===== src/lecr_pkg.sv =====
// lecr_pkg: constants and types for the led engine control register group
// assumes a 40 MHz system clock and a two-wire serial host
package lecr_pkg;
   localparam int unsigned SYS_CLK_HZ = 40_000_000;
   localparam int unsigned SLOW_CLK_HZ = 32_768;
   localparam int unsigned SLOW_DIV_CYCLES = SYS_CLK_HZ / SLOW_CLK_HZ;
   localparam int unsigned STARTUP_DELAY_US = 500;
   localparam int unsigned STARTUP_CYCLES =
      (SYS_CLK_HZ / 1_000_000) * STARTUP_DELAY_US;
   localparam int unsigned ENABLE_WRITE_GAP_US = 488;
   localparam int unsigned OPSEL_WRITE_GAP_US = 153;
   localparam int unsigned NUM_SEQ = 3;
   localparam int unsigned PC_W = 4;

   localparam logic [7:0] REG_ENABLE = 8'h00;
   localparam logic [7:0] REG_OPSEL = 8'h01;
   localparam logic [7:0] REG_BLUE_DUTY = 8'h02;
   localparam logic [7:0] REG_GREEN_DUTY = 8'h03;
   localparam logic [7:0] REG_RED_DUTY = 8'h04;
   localparam logic [7:0] REG_BLUE_LEVEL = 8'h05;

   localparam logic [7:0] ENABLE_RST = 8'h00;
   localparam logic [7:0] OPSEL_RST = 8'h00;
   localparam logic [7:0] DUTY_RST = 8'h00;
   localparam logic [7:0] LEVEL_RST = 8'hAF;
   localparam logic [7:0] OPSEL_MASK = 8'h3F;

   localparam int unsigned LOG_DIM_BIT = 7;
   localparam int unsigned CHIP_EN_BIT = 6;
   localparam int unsigned SEQ1_FIELD_LSB = 4;
   localparam int unsigned SEQ_FIELD_STEP = 2;

   localparam logic [1:0] RUN_HOLD = 2'h0;
   localparam logic [1:0] RUN_STEP = 2'h1;
   localparam logic [1:0] RUN_FREE = 2'h2;
   localparam logic [1:0] RUN_ONCE = 2'h3;
   localparam logic [1:0] OP_OFF = 2'h0;
   localparam logic [1:0] OP_LOAD = 2'h1;
   localparam logic [1:0] OP_RUN = 2'h2;
   localparam logic [1:0] OP_DIRECT = 2'h3;

   // upper five bits of the serial address; value is arbitrary
   localparam logic [4:0] I2C_ADDR_HI = 5'h0C;

   typedef enum logic [2:0] {
      I2C_IDLE = 3'h0,
      I2C_ADDR = 3'h1,
      I2C_ADDR_ACK = 3'h3,
      I2C_RX = 3'h2,
      I2C_RX_ACK = 3'h6,
      I2C_TX = 3'h7,
      I2C_TX_ACK = 3'h5
   } lecr_i2c_state_e;

   typedef enum logic {
      SQ_HOLD = 1'b0,
      SQ_BUSY = 1'b1
   } lecr_seq_state_e;
endpackage


===== src/lecr_regs.sv =====
// lecr_regs: serial slave and control registers of the led sequencer group
// assumes open-drain scl/sda resolved outside; straps and pins asynchronous
`timescale 1ns/1ps
`default_nettype none
module lecr_regs
   import lecr_pkg::*;
#(
   parameter int unsigned STARTUP_WAIT = STARTUP_CYCLES
)
(
   input wire logic i_clk_sys,
   input wire logic i_srst,
   input wire logic i_scl,
   input wire logic i_sda,
   input wire logic i_en_pin,
   input wire logic [1:0] i_addr_sel,
   input wire logic [NUM_SEQ-1:0] i_seq_busy,
   output logic o_sda_out,
   output logic o_sda_oe,
   output logic o_log_dim_en,
   output logic o_chip_en,
   output logic o_startup_busy,
   output logic [7:0] o_blue_duty,
   output logic [7:0] o_green_duty,
   output logic [7:0] o_red_duty,
   output logic [7:0] o_blue_drive_level,
   output logic [NUM_SEQ-1:0] o_seq_issue,
   output logic [NUM_SEQ-1:0] o_seq_pc_access,
   output logic [NUM_SEQ*PC_W-1:0] o_seq_pc,
   output logic [NUM_SEQ*2-1:0] o_seq_op_select
);
   localparam int unsigned ST_W = $clog2(STARTUP_WAIT + 1);
   localparam int unsigned DIV_W = $clog2(SLOW_DIV_CYCLES + 1);

   if (STARTUP_WAIT < 1 || STARTUP_WAIT > 32'h00FF_FFFF)
   begin : g_bad_startup
      $error("startup wait out of range");
   end

   // pin synchronisers: [0] meta, [1] stable, [2] previous
   logic [2:0] scl_pipe;
   logic [2:0] sda_pipe;
   logic [1:0] en_pipe;
   logic [1:0] asel_meta;
   logic [1:0] asel_sync;

   always_ff @(posedge i_clk_sys)
   begin
      if (i_srst)
      begin
         scl_pipe <= 3'h7;
         sda_pipe <= 3'h7;
         en_pipe <= 2'h0;
         asel_meta <= 2'h0;
         asel_sync <= 2'h0;
      end
      else
      begin
         scl_pipe <= {scl_pipe[1:0], i_scl};
         sda_pipe <= {sda_pipe[1:0], i_sda};
         en_pipe <= {en_pipe[0], i_en_pin};
         asel_meta <= i_addr_sel;
         asel_sync <= asel_meta;
      end
   end

   logic scl_rise;
   logic scl_fall;
   logic start_cond;
   logic stop_cond;
   logic sda_bit;
   logic en_pin_hi;
   logic [6:0] own_addr;

   assign scl_rise = scl_pipe[1] & ~scl_pipe[2];
   assign scl_fall = ~scl_pipe[1] & scl_pipe[2];
   assign start_cond = scl_pipe[1] & scl_pipe[2] & sda_pipe[2] & ~sda_pipe[1];
   assign stop_cond = scl_pipe[1] & scl_pipe[2] & ~sda_pipe[2] & sda_pipe[1];
   assign sda_bit = sda_pipe[1];
   assign en_pin_hi = en_pipe[1];
   assign own_addr = {I2C_ADDR_HI, asel_sync};

   // register storage
   logic [7:0] chip_and_engine_enable;
   logic [7:0] engine_operation_select;
   logic [7:0] blue_direct_duty;
   logic [7:0] green_direct_duty;
   logic [7:0] red_direct_duty;
   logic [7:0] blue_drive_level;

   // serial slave
   lecr_i2c_state_e state;
   logic [3:0] bit_cnt;
   logic [7:0] rx_sr;
   logic [7:0] tx_sr;
   logic [7:0] ptr;
   logic ptr_phase;
   logic rd_req;
   logic master_nack;
   logic wr_stb;
   logic [7:0] wr_addr;
   logic [7:0] wr_data;
   logic [7:0] rd_data;

   always_comb
   begin
      rd_data = 8'h00;
      case (ptr)
         REG_ENABLE: rd_data = chip_and_engine_enable;
         REG_OPSEL: rd_data = engine_operation_select;
         REG_BLUE_DUTY: rd_data = blue_direct_duty;
         REG_GREEN_DUTY: rd_data = green_direct_duty;
         REG_RED_DUTY: rd_data = red_direct_duty;
         REG_BLUE_LEVEL: rd_data = blue_drive_level;
         default: rd_data = 8'h00;
      endcase
   end

   always_ff @(posedge i_clk_sys)
   begin
      wr_stb <= 1'b0;
      if (i_srst)
      begin
         state <= I2C_IDLE;
         bit_cnt <= 4'h0;
         rx_sr <= 8'h00;
         tx_sr <= 8'h00;
         ptr <= 8'h00;
         ptr_phase <= 1'b0;
         rd_req <= 1'b0;
         master_nack <= 1'b0;
         wr_addr <= 8'h00;
         wr_data <= 8'h00;
      end
      else if (stop_cond)
         state <= I2C_IDLE;
      else if (start_cond)
      begin
         state <= I2C_ADDR;
         bit_cnt <= 4'h0;
      end
      else
         case (state)
            I2C_IDLE:
               bit_cnt <= 4'h0;
            I2C_ADDR:
               if (scl_rise)
               begin
                  rx_sr <= {rx_sr[6:0], sda_bit};
                  bit_cnt <= 4'(bit_cnt + 4'h1);
               end
               else if (scl_fall && bit_cnt == 4'h8)
               begin
                  bit_cnt <= 4'h0;
                  rd_req <= rx_sr[0];
                  if (rx_sr[7:1] == own_addr)
                     state <= I2C_ADDR_ACK;
                  else
                     state <= I2C_IDLE;
               end
            I2C_ADDR_ACK:
               if (scl_fall)
               begin
                  if (rd_req)
                  begin
                     tx_sr <= rd_data;
                     ptr <= 8'(ptr + 8'h01);
                     state <= I2C_TX;
                  end
                  else
                  begin
                     ptr_phase <= 1'b1;
                     state <= I2C_RX;
                  end
               end
            I2C_RX:
               if (scl_rise)
               begin
                  rx_sr <= {rx_sr[6:0], sda_bit};
                  bit_cnt <= 4'(bit_cnt + 4'h1);
               end
               else if (scl_fall && bit_cnt == 4'h8)
               begin
                  bit_cnt <= 4'h0;
                  state <= I2C_RX_ACK;
                  if (ptr_phase)
                     ptr <= rx_sr;
                  else
                  begin
                     wr_stb <= 1'b1;
                     wr_addr <= ptr;
                     wr_data <= rx_sr;
                     ptr <= 8'(ptr + 8'h01);
                  end
               end
            I2C_RX_ACK:
               if (scl_fall)
               begin
                  ptr_phase <= 1'b0;
                  state <= I2C_RX;
               end
            I2C_TX:
               if (scl_rise)
                  bit_cnt <= 4'(bit_cnt + 4'h1);
               else if (scl_fall)
               begin
                  if (bit_cnt == 4'h8)
                  begin
                     bit_cnt <= 4'h0;
                     state <= I2C_TX_ACK;
                  end
                  else
                     tx_sr <= {tx_sr[6:0], 1'b0};
               end
            I2C_TX_ACK:
               if (scl_rise)
                  master_nack <= sda_bit;
               else if (scl_fall)
               begin
                  if (master_nack)
                     state <= I2C_IDLE;
                  else
                  begin
                     tx_sr <= rd_data;
                     ptr <= 8'(ptr + 8'h01);
                     state <= I2C_TX;
                  end
               end
            default:
               state <= I2C_IDLE;
         endcase
   end

   // open-drain data drive: only ever pulls low
   always_ff @(posedge i_clk_sys)
   begin
      o_sda_out <= 1'b0;
      if (i_srst)
         o_sda_oe <= 1'b0;
      else
         o_sda_oe <= (state == I2C_ADDR_ACK) || (state == I2C_RX_ACK) ||
                     (state == I2C_TX && !tx_sr[7]);
   end

   // enable register: host write beats the hardware return to hold
   logic [NUM_SEQ-1:0] seq_clear;

   always_ff @(posedge i_clk_sys)
   begin
      if (i_srst)
         chip_and_engine_enable <= ENABLE_RST;
      else
      begin
         for (int i = 0; i < NUM_SEQ; i++)
            if (seq_clear[i])
               chip_and_engine_enable[SEQ1_FIELD_LSB - SEQ_FIELD_STEP*i +: 2]
                  <= RUN_HOLD;
         if (wr_stb && wr_addr == REG_ENABLE)
            chip_and_engine_enable <= wr_data;
         if (!en_pin_hi)
            chip_and_engine_enable[CHIP_EN_BIT] <= 1'b0;
      end
   end

   always_ff @(posedge i_clk_sys)
   begin
      if (i_srst)
         engine_operation_select <= OPSEL_RST;
      else if (wr_stb && wr_addr == REG_OPSEL)
         engine_operation_select <= wr_data & OPSEL_MASK;
   end

   always_ff @(posedge i_clk_sys)
   begin
      if (i_srst)
      begin
         blue_direct_duty <= DUTY_RST;
         green_direct_duty <= DUTY_RST;
         red_direct_duty <= DUTY_RST;
         blue_drive_level <= LEVEL_RST;
      end
      else if (wr_stb)
         case (wr_addr)
            REG_BLUE_DUTY: blue_direct_duty <= wr_data;
            REG_GREEN_DUTY: green_direct_duty <= wr_data;
            REG_RED_DUTY: red_direct_duty <= wr_data;
            REG_BLUE_LEVEL: blue_drive_level <= wr_data;
            default: blue_drive_level <= blue_drive_level;
         endcase
   end

   // startup wait after the master enable rises
   logic chip_en_prev;
   logic [ST_W-1:0] startup_cnt;

   always_ff @(posedge i_clk_sys)
   begin
      if (i_srst)
      begin
         chip_en_prev <= 1'b0;
         startup_cnt <= '0;
         o_startup_busy <= 1'b0;
      end
      else
      begin
         chip_en_prev <= chip_and_engine_enable[CHIP_EN_BIT];
         if (!chip_and_engine_enable[CHIP_EN_BIT])
         begin
            startup_cnt <= '0;
            o_startup_busy <= 1'b0;
         end
         else if (!chip_en_prev)
         begin
            startup_cnt <= ST_W'(STARTUP_WAIT - 1);
            o_startup_busy <= 1'b1;
         end
         else if (startup_cnt != '0)
            startup_cnt <= ST_W'(startup_cnt - 1'b1);
         else
            o_startup_busy <= 1'b0;
      end
   end

   // slow tick divider
   logic [DIV_W-1:0] div_cnt;
   logic slow_tick;

   always_ff @(posedge i_clk_sys)
   begin
      if (i_srst)
      begin
         div_cnt <= '0;
         slow_tick <= 1'b0;
      end
      else if (div_cnt == DIV_W'(SLOW_DIV_CYCLES - 1))
      begin
         div_cnt <= '0;
         slow_tick <= 1'b1;
      end
      else
      begin
         div_cnt <= DIV_W'(div_cnt + 1'b1);
         slow_tick <= 1'b0;
      end
   end

   logic seq_ready;
   assign seq_ready = chip_and_engine_enable[CHIP_EN_BIT] & ~o_startup_busy;

   for (genvar g = 0; g < NUM_SEQ; g++)
   begin : g_seq
      localparam int unsigned LSB = SEQ1_FIELD_LSB - SEQ_FIELD_STEP*g;
      lecr_seq_ctrl u_seq (
         .i_clk_sys(i_clk_sys),
         .i_srst(i_srst),
         .i_tick(slow_tick),
         .i_ready(seq_ready),
         .i_run_ctrl(chip_and_engine_enable[LSB +: 2]),
         .i_op_select(engine_operation_select[LSB +: 2]),
         .i_instr_busy(i_seq_busy[g]),
         .o_issue(o_seq_issue[g]),
         .o_clear_req(seq_clear[g]),
         .o_pc_access(o_seq_pc_access[g]),
         .o_pc(o_seq_pc[g*PC_W +: PC_W]),
         .o_op_sync(o_seq_op_select[g*2 +: 2])
      );
   end

   assign o_log_dim_en = chip_and_engine_enable[LOG_DIM_BIT];
   assign o_chip_en = chip_and_engine_enable[CHIP_EN_BIT];
   assign o_blue_duty = blue_direct_duty;
   assign o_green_duty = green_direct_duty;
   assign o_red_duty = red_direct_duty;
   assign o_blue_drive_level = blue_drive_level;
endmodule
`default_nettype wire


===== src/lecr_seq_ctrl.sv =====
// lecr_seq_ctrl: run control of one program sequencer
// assumes a one-cycle slow tick and a busy flag from the instruction core
`timescale 1ns/1ps
`default_nettype none
module lecr_seq_ctrl
   import lecr_pkg::*;
(
   input wire logic i_clk_sys,
   input wire logic i_srst,
   input wire logic i_tick,
   input wire logic i_ready,
   input wire logic [1:0] i_run_ctrl,
   input wire logic [1:0] i_op_select,
   input wire logic i_instr_busy,
   output logic o_issue,
   output logic o_clear_req,
   output logic o_pc_access,
   output logic [PC_W-1:0] o_pc,
   output logic [1:0] o_op_sync
);
   logic [1:0] run_sync;
   logic [1:0] run_active;
   lecr_seq_state_e state;

   // fields only take effect on the slow tick
   always_ff @(posedge i_clk_sys)
   begin
      if (i_srst)
      begin
         run_sync <= RUN_HOLD;
         o_op_sync <= OP_OFF;
      end
      else if (i_tick)
      begin
         run_sync <= i_run_ctrl;
         o_op_sync <= i_op_select;
      end
      // a finished step or once drops the stale sample at once, so the
      // next tick cannot start the same instruction a second time
      else if (o_clear_req)
         run_sync <= RUN_HOLD;
   end

   always_ff @(posedge i_clk_sys)
   begin
      o_issue <= 1'b0;
      o_clear_req <= 1'b0;
      if (i_srst)
      begin
         state <= SQ_HOLD;
         run_active <= RUN_HOLD;
         o_pc <= '0;
      end
      else if (o_op_sync == OP_LOAD)
      begin
         state <= SQ_HOLD;
         o_pc <= '0;
      end
      else if (!i_ready || o_op_sync != OP_RUN)
         state <= SQ_HOLD;
      else if (i_tick)
         case (state)
            SQ_HOLD:
               if (run_sync != RUN_HOLD)
               begin
                  o_issue <= 1'b1;
                  run_active <= run_sync;
                  state <= SQ_BUSY;
               end
            SQ_BUSY:
               // in run mode with i_ready set, the current instruction always completes first
               if (!i_instr_busy)
               begin
                  state <= SQ_HOLD;
                  if (run_active != RUN_ONCE)
                     o_pc <= PC_W'(o_pc + 1'b1);
                  if (run_active != RUN_FREE)
                     o_clear_req <= 1'b1;
               end
            default:
               state <= SQ_HOLD;
         endcase
   end

   always_ff @(posedge i_clk_sys)
   begin
      if (i_srst)
         o_pc_access <= 1'b1;
      else
         o_pc_access <= (run_sync == RUN_HOLD) && (state == SQ_HOLD);
   end
endmodule
`default_nettype wire


===== config.mk =====
export PLATFORM = sky130hd
export DESIGN_NAME = lecr_regs
export DESIGN_NICKNAME = d
export VERILOG_FILES = /design/src/lecr_pkg.sv /design/src/lecr_regs.sv /design/src/lecr_seq_ctrl.sv
export SDC_FILE = /design/constraint.sdc
export NUM_CORES = 1
export LEC_CHECK = 0
export ABC_AREA = 0
export BUFFER_PORTS_ARGS = -buffer_cell sky130_fd_sc_hd__buf_2
export CORE_ASPECT_RATIO = 0.75
export CORE_MARGIN = 3
export CORE_UTILIZATION = 38
export DETAILED_ROUTE_END_ITERATION = 8
export HOLD_SLACK_MARGIN = 0.02
export PLACE_DENSITY = 0.6
export SLEW_MARGIN = 10
export SYNTH_ARGS = -nofsm -noshare
export SYNTH_HDL_FRONTEND = slang
export SYNTH_SLANG_ARGS = --single-unit
export TNS_END_PERCENT = 5

===== constraint.sdc =====
create_clock -name i_clk_sys -period 6.2 [get_ports i_clk_sys]
set_input_delay 1.24 -clock i_clk_sys [delete_from_list [all_inputs] [get_ports i_clk_sys]]
set_output_delay 1.24 -clock i_clk_sys [all_outputs]
set_load 0.05 [all_outputs]

== After elaboration in Yosys (flattened, before gate mapping) ==
Index checks and enable logic that the tools add are counted.

* Add/sub/neg operators: 7
* Eq/ne operators: 63
* Mux-type cells: 71
* Bitwise operators: 36
* Reduce and logical (&&, ||, !) cells: 74

{| class="wikitable"
|+ Operators by type and width
! kind !! count
|-
| 2-to-1 mux 8 bit || 16
|-
| inequality test 2 bit (second input constant) || 26
|-
| case mux 8 bit (3 select lines) || 2
|-
| case mux 8 bit (6 select lines) || 1
|-
| AND reduction 5 bit || 8
|-
| 2-to-1 mux 3 bit || 13
|-
| inequality test 3 bit (second input constant) || 11
|-
| == test 8 x 2 -> 1 bit (second input constant) || 4
|-
| == test 8 x 3 -> 1 bit (second input constant) || 4
|-
| 2-to-1 mux 15 bit || 2
|-
| NOT 1 bit || 28
|-
| 2-to-1 mux 4 bit || 6
|-
| AND reduction 12 bit || 2
|-
| OR reduction 6 bit || 4
|-
| case mux 3 bit (7 select lines) || 1
|-
| nonzero test 2 bit || 10
|-
| 2-to-1 mux 1 bit || 17
|-
| adder 4 x 1 -> 4 bit (second input constant) || 4
|-
| == test 8 x 1 -> 1 bit (second input constant) || 2
|-
| logical NOT 8 bit || 2
|-
| OR reduction 2 bit || 8
|-
| nonzero test 15 bit || 1
|-
| OR reduction 3 bit || 5
|-
| OR reduction 5 bit || 3
|-
| other kinds (30) || 71
|}

* Flip-flop bits (word level): 181
* Input port bits: 10
* Output and inout port bits: 61
* Word-level logic and storage cells: 309

== Depth between registers and ports, before layout ==
* Depth in word-level cells: 7
* Gate-level depth with buffers: 9
* Depth with buffers taken out: 7

== Cells and area by module ==
Synthesis repeated with hierarchy kept, for this count alone.

* Cells, all modules: 914
* Area total of the unflattened synthesis: 8365.5 µm²

{| class="wikitable"
|+ Modules (own cells, without submodules)
! module !! times used !! cells an instance !! area each (µm²) !! seq. area each (µm²)
|-
| lecr_regs || 1 || 713 || 6458.7 || 2782.7
|-
| lecr_seq_ctrl || 3 || 67 || 635.6 || 280.3
|}

== Least setup slack after synthesis ==
OpenSTA, ideal clock, no wires.

* Path type: input -> register
* Start point: input port i_seq_busy[0]
* End point: register g_seq[0].u_seq.o_pc[3]
* Library setup time: 65 ps
* Arrival time: 2232 ps
* Required time: 6135 ps
* Path slack: 3903 ps
* Cell stages on the path: 5
* Path buffers: 0
* Path through: nand3b_1 -> a211oi_1 -> nand4_1 -> xor2_1 -> nor2_1

* Word-level cells in the longest chain between the ends: 2

{| class="wikitable"
|+ Ends and longest elaborated chain
! item !! RTL line !! text
|-
| from (decl) || lecr_regs.sv:17 || <nowiki>input wire logic [NUM_SEQ-1:0] i_seq_busy,</nowiki>
|-
| NOT 1 bit (no line) || -- ||
|-
| AND reduction 5 bit (no line) || -- ||
|-
| to (signal assigned) || lecr_seq_ctrl.sv:76 || <nowiki>o_pc <= PC_W'(o_pc + 1'b1);</nowiki>
|-
| to (decl) || lecr_seq_ctrl.sv:18 || <nowiki>output logic [PC_W-1:0] o_pc,</nowiki>
|}

No other way between the ends.
A chain may end at the register's enable or synchronous reset.

== Worst setup path in the final report ==
* Start point: register chip_and_engine_enable[6]
* End point: output port o_chip_en

{| class="wikitable"
|+ RTL lines
! item !! RTL line !! text
|-
| from (decl) || lecr_regs.sv:84 || <nowiki>logic [7:0] chip_and_engine_enable;</nowiki>
|-
| from (signal assigned) || lecr_regs.sv:259 || <nowiki>chip_and_engine_enable <= wr_data;</nowiki>
|-
| to (decl) || lecr_regs.sv:21 || <nowiki>output logic o_chip_en,</nowiki>
|}

No word-level cell between the ends.

==> flow_summary.json <==
{
  "postSynth.topFlopCell": "dfxtp_1",
  "largest_register_ff_count": 15,
  "synth_sequential_area_ratio_pct": 44.9,
  "number_of_detailed_routing_iterations_run_before_antenna_repair": 5,
  "synth_enable_flop_cells": 0,
  "cellLeakagePower_nw": 3.65,
  "synth-seq-cells": 181,
  "critical_path_class": "register to output port",
  "worst-r2r-setup-slack_ps": 3660,
  "syn-instance-count": 895,
  "initial_antenna_violation_count": 0,
  "top_layer_used": "met4",
  "power_density_nw_per_um2": 257,
  "met2_wirelength_um": 8390,
  "critical_path.max_stage_delay_ps": 590,
  "synth_nets": 919,
  "path_buf_inv": 1,
  "tritoncts": "done",
  "globalplace.congestion": 0.856,
  "crit_required_ps": 4960,
  "drive_above_1_share_pct": 13.5,
  "clock_period_minus_worst_slack_ps": 2600,
  "first_pass_grt_wire_length_um": 32100,
  "final.setup_skew_ps": 11.4,
  "numClockSinks": 181,
  "fillers": 2019,
  "top_register": "startup_cnt",
  "drt-initial-drc-count": 415,
  "antenna-diode-count": 0,
  "period_share_pct": 42.0,
  "max_freq_mhz": 384,
  "layout.nets": 954,
  "initial_utilization_pct": 39.3,
  "cts-htree-levels": 4,
  "switchingPower_w": 0.000507,
  "vias": 6376,
  "critical_path.slowest_cell": "dfxtp_1",
  "mappedNetlistArea_sq_um": 8080,
  "cts.reportedPaths.clkPinSlew_ps": 60,
  "hold_path_depth": 1,
  "clockRootBuffer": "clkbuf_16",
  "rr_startpoint": "state[2]",
  "comb_power_share_pct": 1.8,
  "critical_path.reg2reg.endpoint": "ptr[0]",
  "worst_path_dominant_cell_family": "flip-flops",
  "reg_top3": "startup_cnt: 15 flops, g_seq.u_seq.o_pc: 12 flops, div_cnt: 11 flops",
  "io_pins": 71,
  "maxCapViolations": 0,
  "wire_per_inst_um": 15.8,
  "p_clk_share_pct": 48.3,
  "internal_power_w": 0.00184,
  "worst_pin_slew_ps": 946,
  "finalWirelength_um": 19400,
  "netSwitchingFraction_pct": 21.6,
  "met3_routed_wirelength_um": 1080,
  "total_die_area_sq_um": 23100,
  "status": "complete, no violations",
  "placed_cells": 1193,
  "buffer_ports.inserted": 69,
  "tns_ps": 0,
  "die_height_um": 132,
  "yosys.cell_types.count": 71,
  "critical_path.endpoint_type": "output port",
  "min_path_type": "register to register",
  "chipWidth_um": 174,
  "hp-start": "scl_pipe[0]",
  "first_global_vias": 5997,
  "grt_start_max_net_pins": 93,
  "setup_violations": 0,
  "report.final.slew_viol_count": 0,
  "max_slew_margin_pct": 36.1,
  "track_usage_pct": 17.0,
  "drc": 0,
  "core_area_sq_um": 20600,
  "seq_power_share_pct": 49.9,
  "antenna_left": 0,
  "path_max_fanout": 7,
  "insertion_delay_ps": 430,
  "synthesis.area_per_instance_sq_um": 9.02,
  "hold_end": "scl_pipe[1]",
  "m1WireLength_um": 9650,
  "ir_worst_vdd_mv": 0.157,
  "clock_path_buffers": 2,
  "area_of_the_multi_input_gates_sq_um": 4080,
  "crit_arrival_ps": 1360,
  "post-cts-setup-buffers": 0,
  "unrepaired_setup_endpoints_after_global_routing": "no",
  "reg2reg_depth": 5,
  "synthArstFlopShare_pct": 0,
  "area_occupied_by_registers_sq_um": 3620,
  "flow.area_growth_from_synthesis_pct": 13.4,
  "cts_hold_buffers": 0,
  "post-dp-hpwl_um": 13300,
  "cts_buffers": 17,
  "cells_along_the_critical_path": "buf_2",
  "post_drt_via_cell_ratio": 5.20,
  "layout.cells.non_filler": 1225,
  "resize_count_post_cts": 0,
  "count_of_synthesis_stage_warnings_from_yosys": 0,
  "start_kind": "register",
  "hold_violations": 0,
  "num_rows": 45,
  "gr-total-overflow": 0
}
[synthesized netlist by cell type (17+ instances only)]
cell type | instances | area share [%]
nand2_1 | 36 | 1.7
o21ai_0 | 25 | 1.5
nor3b_1 | 17 | 1.6
nand3_1 | 20 | 1.2
mux2i_1 | 80 | 9.9
nor3_1 | 22 | 1.4
a21oi_1 | 49 | 3.0
xor2_1 | 21 | 2.3
nor2b_1 | 20 | 1.5
dfxtp_1 | 181 | 45
nor2_1 | 148 | 6.9
clkbuf_1 | 35 | 1.6
inv_1 | 27 | 1.3
[layout make-up]
class,instances,area share [%]
clock buffers,19,4.95
flip-flops and latches,181,39.6
repair buffers,73,4.13
multi-input cells,630,44.6
well taps,282,3.85
clock inverters,13,1.84
inverters,27,1.11
[worst max-delay path by stage]
stage                                    startpoint  slack, ps  cells past startpoint                endpoint
after floorplan                       i_seq_busy[0]       3900                      5  g_seq[0].u_seq.o_pc[3]
after global placement                       i_srst       3150                      5                state[2]
after detailed placement                     i_srst       3170                      5                state[2]
after CTS                 chip_and_engine_enable[6]       3600                      1               o_chip_en
after global routing                       state[2]       3420                      5                  ptr[0]
final                     chip_and_engine_enable[6]       3600                      1               o_chip_en
[logic make-up after synthesis]
| logic type | count (synthesis) | synth area share (%) |
|---|---|---|
| multiplexers | 80 | 9.91 |
| buffers and inverters | 84 | 4.62 |
| AND/OR/NAND/NOR | 350 | 22.3 |
| other | 1 | 0.0464 |
| XOR/XNOR | 32 | 3.47 |
| AO/OA/AOI/OAI | 152 | 12.5 |
| adder cells (fa/ha/maj) | 15 | 2.29 |
| flip-flops | 181 | 44.9 |
[power groups by stage]
stage | sequential (W) | combinational, W | clock, W
finish | 0.00117 | 0.0000414 | 0.00114
global route | 0.00117 | 0.0000456 | 0.00122
CTS | 0.00117 | 0.0000417 | 0.00116
detailed placement | 0.00120 | 0.0000414 | 0
global placement | 0.00120 | 0.0000412 | 0
floorplan | 0.00120 | 0.0000327 | 0
[placed cells by master (no fill, tap or decap), drive strengths merged, types with 4 or more instances in the layout]
cell type and n:
nand2b 6, a211oi 6, dfxtp 181, or2 17
a22oi 5, and2 4, o21ai 26, nor3 23
xnor2 11, a2111oi 4, o31ai 4, nor4 7
inv 31, nand4b 6, nand3 20, a31oi 7
xor2 21, nor3b 17, and3 7, buf 73
a311oi 5, ha 14, a21o 5, a211o 8
nand2 36, a21oi 49, nand4bb 4, mux2i 80
nor2 148, or3 4, nand3b 12, nor2b 20
a22o 4, clkbuf 19, nand4 12
[routing by layer]
metal / vias up / track usage, %
li1: 3217 / -
met1: 2979 / 24.7
met2: 162 / 24.9
met3: 18 / 3.57
met4: 0 / 5.71
met5: - / 0
[per-stage QoR]
stage / worst slack [ps] / utilization, % / power [W] / area (sq um) / hold WS [ps]
after global placement: 3150 / 41.5 / 0.00124 / 8540 / 393
final: 3600 / 44.6 / 0.00235 / 9160 / 408
after detailed placement: 3170 / 41.5 / 0.00124 / 8540 / 393
after floorplan: 3900 / - / 0.00123 / 8080 / 389
after CTS: 3600 / 44.6 / 0.00238 / 9160 / 409
after global routing: 3420 / 44.6 / 0.00243 / 9160 / 423
Note: power is estimated with default switching activity, not from simulation.
